### config.mk
export PLATFORM = sky130hd
export DESIGN_NAME = ssr_rx
export DESIGN_NICKNAME = d
export VERILOG_FILES = /design/src/verilog/ssr_pkg.sv /design/src/verilog/ssr_rx.sv /design/src/verilog/ssr_timer.sv
export VERILOG_INCLUDE_DIRS = /design/src /design/src/verilog
export SDC_FILE = /design/constraint.sdc
export NUM_CORES = 1
export LEC_CHECK = 0
export BUFFER_PORTS_ARGS = -buffer_cell sky130_fd_sc_hd__buf_2
export CORE_MARGIN = 2
export CORE_UTILIZATION = 40
export CTS_BUF_LIST = sky130_fd_sc_hd__clkbuf_8 sky130_fd_sc_hd__clkbuf_16
export DETAILED_ROUTE_END_ITERATION = 10
export HOLD_SLACK_MARGIN = 0.08
export PLACE_DENSITY_LB_ADDON = 0.2
export SYNTH_ARGS = -nofsm -noshare
export SYNTH_HDL_FRONTEND = slang
export SYNTH_HIERARCHICAL = 1
export SYNTH_SLANG_ARGS = --single-unit
### constraint.sdc
create_clock -name i_clock -period 5.21 [get_ports i_clock]
set_input_delay 1.563 -clock i_clock [delete_from_list [all_inputs] [get_ports i_clock]]
set_output_delay 1.563 -clock i_clock [all_outputs]
set_load 0.01 [all_outputs]
### src/verilog/ssr_cfg.svh
`ifndef SSR_CFG_SVH
`define SSR_CFG_SVH
`define SSR_CLK_HZ        250000000
`define SSR_BAUD          1050
`define SSR_BIT_CYCLES    ((`SSR_CLK_HZ) / (`SSR_BAUD))
`define SSR_HALF_CYCLES   ((`SSR_BIT_CYCLES) / 2)
`define SSR_STOP5_US      2900
`define SSR_STOPU_US      950
`define SSR_STOP5_CYCLES  ((`SSR_STOP5_US) * 250)
`define SSR_STOPU_CYCLES  ((`SSR_STOPU_US) * 250)
`define SSR_LEN_RESET     2'h0
`endif

### src/verilog/ssr_pkg.sv
package ssr_pkg;
  typedef enum logic [1:0] {
    SSR_LEN5,
    SSR_LEN6,
    SSR_LEN7,
    SSR_LEN8
  } ssr_len_t;
  typedef struct packed {
    logic     test_mode;
    logic     universal;
    ssr_len_t length;
  } ssr_cfg_t;
  typedef struct packed {
    logic       valid;
    logic [7:0] data;
  } ssr_char_t;
endpackage

### src/verilog/ssr_rx.sv
// Overview of operation
// - A synchronizer flop left set after power-up blocks start pulses, so it is forced clear before reception.
// - Power-up reset issues one pulse that clears the last shift stage and sets the character control register.
// - After that reset the bit oscillator runs exactly one cycle, one shift pulse, then the control register clears.
// - Clearing the control register triggers the stop timer whose active output clears the synchronizer flop.
// - In test mode the serial input is the jack signal, or the open-line (space) condition without one, ignoring the modem.
// - In test mode the signal gate follows the stop timer instead of the synchronizer, regenerating blanks.
// - In test mode without a jack signal the synchronizer flop stays cleared.
// - Character length is selectable as five, six, seven or eight code levels.
// - A start transition is followed by a half-bit delay before the start pulse sets the control register.
// - The stop timer stays active about 2.9 ms for five-level and 0.95 ms for universal operation.
// - When the start bit reaches the last stage the next advance clears control, stops the oscillator, fires the timer.
`timescale 1ns/1ns
`include "ssr_cfg.svh"
module ssr_rx
  import ssr_pkg::*;
#(
  parameter int TIME_SCALE = 1
) (
  input  wire logic      i_clock,
  input  wire logic      i_reset,
  input  wire logic      i_line,
  input  wire logic      i_test_jack,
  input  wire logic      i_jack_present,
  input  ssr_cfg_t       i_cfg,
  output ssr_char_t      o_char,
  output logic           o_gate_open,
  output logic           o_sync_flop,
  output logic           o_stop_active,
  output logic           o_control
);
  // A scale above one shortens every timing count together, so that a bench can run quickly.
  localparam int BIT_CYC  = (`SSR_BIT_CYCLES) / TIME_SCALE;
  localparam int HALF_CYC = (`SSR_HALF_CYCLES) / TIME_SCALE;

  logic [1:0]  line_sync;
  logic [1:0]  jack_sync;
  logic        line_in;
  logic        line_prev;
  logic        gate_prev;
  logic        por_trigger;
  logic        char_control_reg;
  logic [8:0]  shift_reg;
  logic        last_shift_stage;
  logic        sync_flop;
  logic        por_pending;
  logic [31:0] osc_count;
  logic        advance;
  logic [31:0] delay_count;
  logic        start_delay_timer;
  logic        start_pulse;
  logic        timer_trigger;
  logic        stop_regen_timer;
  logic        timer_done;
  logic        input_signal_gate;
  logic [3:0]  bits_total;
  logic [31:0] stop_count;

  always_ff @(posedge i_clock) begin
    line_sync <= {line_sync[0], i_line};
    jack_sync <= {jack_sync[0], i_test_jack};
  end

  // Test mode sees a steady space, as an open line would give, unless a jack signal is plugged in.
  always_comb begin
    if (i_cfg.test_mode) begin
      line_in = i_jack_present ? jack_sync[1] : 1'b0;
    end else begin
      line_in = line_sync[1];
    end
  end

  always_comb begin
    bits_total = 4'h6 + {2'h0, i_cfg.length};
    stop_count = i_cfg.universal ? 32'((`SSR_STOPU_CYCLES) / TIME_SCALE) : 32'((`SSR_STOP5_CYCLES) / TIME_SCALE);
  end

  // Gate is open only while the selected source is idle.
  always_comb begin
    if (i_cfg.test_mode) begin
      input_signal_gate = !stop_regen_timer;
    end else begin
      input_signal_gate = !sync_flop && !stop_regen_timer;
    end
  end

  always_ff @(posedge i_clock) begin
    if (i_reset) begin
      line_prev <= 1'b1;
      gate_prev <= 1'b1;
    end else begin
      line_prev <= line_in;
      gate_prev <= input_signal_gate;
    end
  end

  always_ff @(posedge i_clock) begin
    if (i_reset) begin
      start_delay_timer <= 1'b0;
      delay_count       <= 32'h0;
      start_pulse       <= 1'b0;
    end else begin
      start_pulse <= 1'b0;
      // In test mode without a jack signal the line never falls, so the gate opening on a space starts the next blank.
      if (!start_delay_timer && !char_control_reg && input_signal_gate && !line_in &&
          (line_prev || (i_cfg.test_mode && !gate_prev))) begin
        start_delay_timer <= 1'b1;
        delay_count       <= 32'(HALF_CYC - 1);
      end else if (start_delay_timer) begin
        if (delay_count == 32'h0) begin
          start_delay_timer <= 1'b0;
          start_pulse       <= 1'b1;
        end else begin
          delay_count <= delay_count - 32'h1;
        end
      end
    end
  end

  always_ff @(posedge i_clock) begin
    if (i_reset) begin
      osc_count <= 32'h0;
      advance   <= 1'b0;
    end else begin
      advance <= 1'b0;
      if (!char_control_reg) begin
        osc_count <= 32'h0;
      end else if (osc_count == 32'(BIT_CYC - 1)) begin
        osc_count <= 32'h0;
        advance   <= 1'b1;
      end else begin
        osc_count <= osc_count + 32'h1;
      end
    end
  end

  // Start bit enters as a one; it marks the last stage after bits_total - 1 advances.
  always_ff @(posedge i_clock) begin
    if (i_reset) begin
      shift_reg        <= 9'h0;
      last_shift_stage <= 1'b0;
    end else if (start_pulse) begin
      shift_reg        <= 9'h1;
      last_shift_stage <= 1'b0;
    end else if (advance) begin
      shift_reg        <= {shift_reg[7:0], line_in};
      last_shift_stage <= (shift_reg[bits_total - 4'h2] == 1'b1);
    end
  end

  always_ff @(posedge i_clock) begin
    if (i_reset) begin
      char_control_reg <= 1'b1;
      por_pending      <= 1'b1;
      timer_trigger    <= 1'b0;
      por_trigger      <= 1'b0;
    end else begin
      timer_trigger <= 1'b0;
      por_trigger   <= 1'b0;
      if (start_pulse) begin
        char_control_reg <= 1'b1;
      end else if (advance && (last_shift_stage || por_pending)) begin
        char_control_reg <= 1'b0;
        por_pending      <= 1'b0;
        por_trigger      <= por_pending;
        timer_trigger    <= 1'b1;
      end
    end
  end

  ssr_timer u_stop_timer (
    .i_clock  (i_clock),
    .i_reset  (i_reset),
    .i_trigger(timer_trigger),
    .i_count  (stop_count),
    .o_active (stop_regen_timer),
    .o_done   (timer_done)
  );

  // Set only if a space is present when the timer ends, which moves the next start later.
  always_ff @(posedge i_clock) begin
    if (i_reset || por_pending) begin
      sync_flop <= 1'b0;
    end else if (i_cfg.test_mode && !i_jack_present) begin
      sync_flop <= 1'b0;
    end else if (stop_regen_timer) begin
      sync_flop <= 1'b0;
    end else if (timer_done && !line_in) begin
      sync_flop <= 1'b1;
    end else if (line_in) begin
      sync_flop <= 1'b0;
    end
  end

  always_ff @(posedge i_clock) begin
    if (i_reset) begin
      o_char        <= '0;
      o_gate_open   <= 1'b0;
      o_sync_flop   <= 1'b0;
      o_stop_active <= 1'b0;
      o_control     <= 1'b0;
    end else begin
      o_char.valid  <= timer_trigger && !por_trigger;
      if (timer_trigger) begin
        o_char.data <= shift_reg[7:0];
      end
      o_gate_open   <= input_signal_gate;
      o_sync_flop   <= sync_flop;
      o_stop_active <= stop_regen_timer;
      o_control     <= char_control_reg;
    end
  end

  property p_start_delay;
    @(posedge i_clock) disable iff (i_reset) start_pulse |-> $past(start_delay_timer);
  endproperty
  a_start_delay: assert property (p_start_delay) else $error("start pulse without delay");

  property p_test_sync;
    @(posedge i_clock) disable iff (i_reset)
      (i_cfg.test_mode && !i_jack_present) |=> !sync_flop;
  endproperty
  a_test_sync: assert property (p_test_sync) else $error("sync set in test");

  property p_clear_trigger;
    @(posedge i_clock) disable iff (i_reset) $fell(char_control_reg) |-> timer_trigger;
  endproperty
  a_clear_trigger: assert property (p_clear_trigger) else $error("no timer trigger");

  property p_timer_on;
    @(posedge i_clock) disable iff (i_reset) timer_trigger |=> stop_regen_timer;
  endproperty
  a_timer_on: assert property (p_timer_on) else $error("timer idle");

  property p_sync_clear;
    @(posedge i_clock) disable iff (i_reset) stop_regen_timer |=> !sync_flop;
  endproperty
  a_sync_clear: assert property (p_sync_clear) else $error("sync not cleared");

  property p_gate_test;
    @(posedge i_clock) disable iff (i_reset)
      i_cfg.test_mode |-> (input_signal_gate == !stop_regen_timer);
  endproperty
  a_gate_test: assert property (p_gate_test) else $error("gate source wrong");

  property p_osc_off;
    @(posedge i_clock) disable iff (i_reset) !char_control_reg |=> !advance;
  endproperty
  a_osc_off: assert property (p_osc_off) else $error("oscillator ran");

  property p_por_one;
    @(posedge i_clock) $fell(i_reset) |-> char_control_reg && por_pending;
  endproperty
  a_por_one: assert property (p_por_one) else $error("reset state wrong");
endmodule

### src/verilog/ssr_timer.sv
`timescale 1ns/1ns
module ssr_timer (
  input  wire logic        i_clock,
  input  wire logic        i_reset,
  input  wire logic        i_trigger,
  input  wire logic [31:0] i_count,
  output logic             o_active,
  output logic             o_done
);
  logic [31:0] remaining;

  always_ff @(posedge i_clock) begin
    if (i_reset) begin
      remaining <= 32'h0;
      o_active  <= 1'b0;
      o_done    <= 1'b0;
    end else begin
      o_done <= 1'b0;
      if (i_trigger) begin
        remaining <= i_count;
        o_active  <= 1'b1;
      end else if (o_active) begin
        if (remaining <= 32'h1) begin
          o_active <= 1'b0;
          o_done   <= 1'b1;
        end else begin
          remaining <= remaining - 32'h1;
        end
      end
    end
  end
endmodule

==> reports/metrics.csv <==
metric;value;unit
wl;13.4;mm
io_pins;22;
synth_edf_count;0;
cts_buffers;17;
crit_arrival;3310;ps
worst-path-max-fanout;25;
peakVddDrop;0.284;mV
dp_slack;1700;ps
p_per_area;341;nW/um2
status;finished, final reports clean;
grt_max_degree;62;
synth.avg_cell_area;8.92;um2
drive_gt1_frac;0.116;
reg_top3;delay_count x32, osc_count x32, u_stop_timer/remaining x32;
antenna_found_initial;1;
ant_nets;0;
cp.required;5480;ps
drtPass1Iterations;4;
cp-start-kind;input port;
hold_path_class;reg2reg;
fin_skew;6.82;ps
yosys_warnings;6;
place_hpwl;8.89;mm
period_minus_slack;3050;ps
hold_viol;0;
die_area;16900;um2
fin_total_pwr;2.51;mW
synth_seq_area_share;0.422;
core;15700;um2
syn_area;6350;um2
cts_resized;0;
cts_hold_buffers;0;
fill_cells;1487;
drtIter0Drc;258;
wl_per_cell;13.9;um
relSlewSlack;0.243;
async_flop_share;0;
grt_util_met3;0.0398;
initial_utilization;0.404;
die-width;130;um
drc;0;
cts_buffer_depth;2;
diodes;0;
num_rows;46;
slew_viol_final;0;
grt_use_total;0.168;
syn_inst;712;
synth_top_area_share;0.422;
cts.clk_slew.worst_paths;60;ps
worstMarginPinSlew;1140;ps
grt_pass1_vias;4689;
rsz0062_at_grt;no;
ys_seq_elements;134;
power_leakage;2.70;nW
area_delta_synth_final;16.0;%
synth_common_cells;dfxtp_1, nor2_1, xor2_1, clkbuf_1, nand2_1;
portBuffers;21;
gr-max-usage-layer;met2;
cts_max_level;4;
setup_tns;0;ps
nNetsFinal;754;
finalCritPeriodShare;0.585;
met1_usage;0.227;
setup_viol;0;
post-cts-setup-buffers;0;
yosysTopAreaCell;dfxtp_1;
yosys.cell_count.top_type;dfxtp_1;
path_class;in2reg;
fmax;328;MHz
cts_root_buf;clkbuf_16;
synthFlopType;dfxtp_1;
synth_area_leaders;dfxtp_1, nor2_1, xor2_1, xnor2_1, mux2i_1;
final_util;0.469;
via_per_inst;5.23;
synth_cell_types;65;
cts_sinks;134;
die_h;130;um
grt_pass1_wl;22.6;mm
via_count;5058;
fin_ws;2160;ps
insertion_delay;420;ps
grt_overflow;0;
gp_congestion;0.813;
cp-end-kind;flop;
maxCapViolations;0;
grt_use_met2;0.257;
cts_tree;done;
[stage by stage]
stage	std cells	instance area (um2)	hold slack [ps]
after floorplan	732	6430	310
after global placement	936	6660	321
after detailed placement	936	6660	324
after CTS	968	7370	340
after global routing	968	7370	352
final	968	7370	334
[logic make-up (layout without fill, tap and decap cells)]
| logic type | after synthesis | count (layout) | share of synthesized area |
|---|---|---|---|
| AOI/OAI and AO/OA | 91 | 91 | 0.107 |
| xor gates and xnor gates | 65 | 65 | 0.0896 |
| adders and majority gates | 6 | 6 | 0.0118 |
| buffers and inverters | 59 | 79 | 0.0392 |
| DFF | 134 | 134 | 0.422 |
| muxes | 18 | 18 | 0.0303 |
| other | 2 | 22 | 0.00118 |
| and+or+nand+nor | 337 | 337 | 0.299 |
[worst paths after layout]
check                                           startpoint                          to  slack, ps  cells after the start
worst max-delay path                              i_cfg[3]             delay_count[11]       2160                      7
worst min-delay path                          jack_sync[0]                jack_sync[1]        330                      0
worst max register to register  u_stop_timer/remaining[26]  u_stop_timer/remaining[21]       2230                      5
worst min register to register                jack_sync[0]                jack_sync[1]        330                      0
[critical path: stages]
cell and delay, ps:
buf_2 120, inv_2 40, a21o_1 190, nor4_1 220, nand2_1 270, nand2b_1 780, nor2_1 120
[metal layers]
metal  up-vias  share of wire  wire (um)
met1      2376           0.50       6650
li1       2597              -          -
met4         0          0.015        204
met5         -              0          0
met3        15          0.037        497
met2        70           0.45       6070
[layout make-up]
cell class                 count  area [um2]  share of cell area
sequential                   134        2680               0.364
multi-input combinational    539        3490               0.474
clock inverter                15         283              0.0384
inverter                      23        86.3              0.0117
tap                          216         270              0.0367
clock buffer                  17         425              0.0577
timing repair buffer          24         128              0.0173
[cells in the final DEF (no fill, tap or decap), types with 8 or more instances in the layout]
cell,instances
a211oi_1,11
a21oi_1,18
a311oi_1,18
and3_1,8
and4_1,9
buf_2,21
bufinv_16,8
clkbuf_16,17
conb_1,22
dfxtp_1,134
inv_1,23
mux2i_1,17
nand2_1,27
nand3_1,20
nand4_1,18
nor2_1,127
nor3_1,17
nor4_1,14
o31ai_1,10
or3_1,16
or4_1,14
xnor2_1,25
xor2_1,40
[where the power goes]
group / switching [mW] / leakage [nW] / internal, mW / total (mW)
Combinational: 0.0252 / 1.27 / 0.00892 / 0.0341
Sequential: 0.00401 / 1.08 / 1.03 / 1.03
Clock: 0.454 / 0.344 / 0.989 / 1.44
Power figures use the tool's default switching activity.
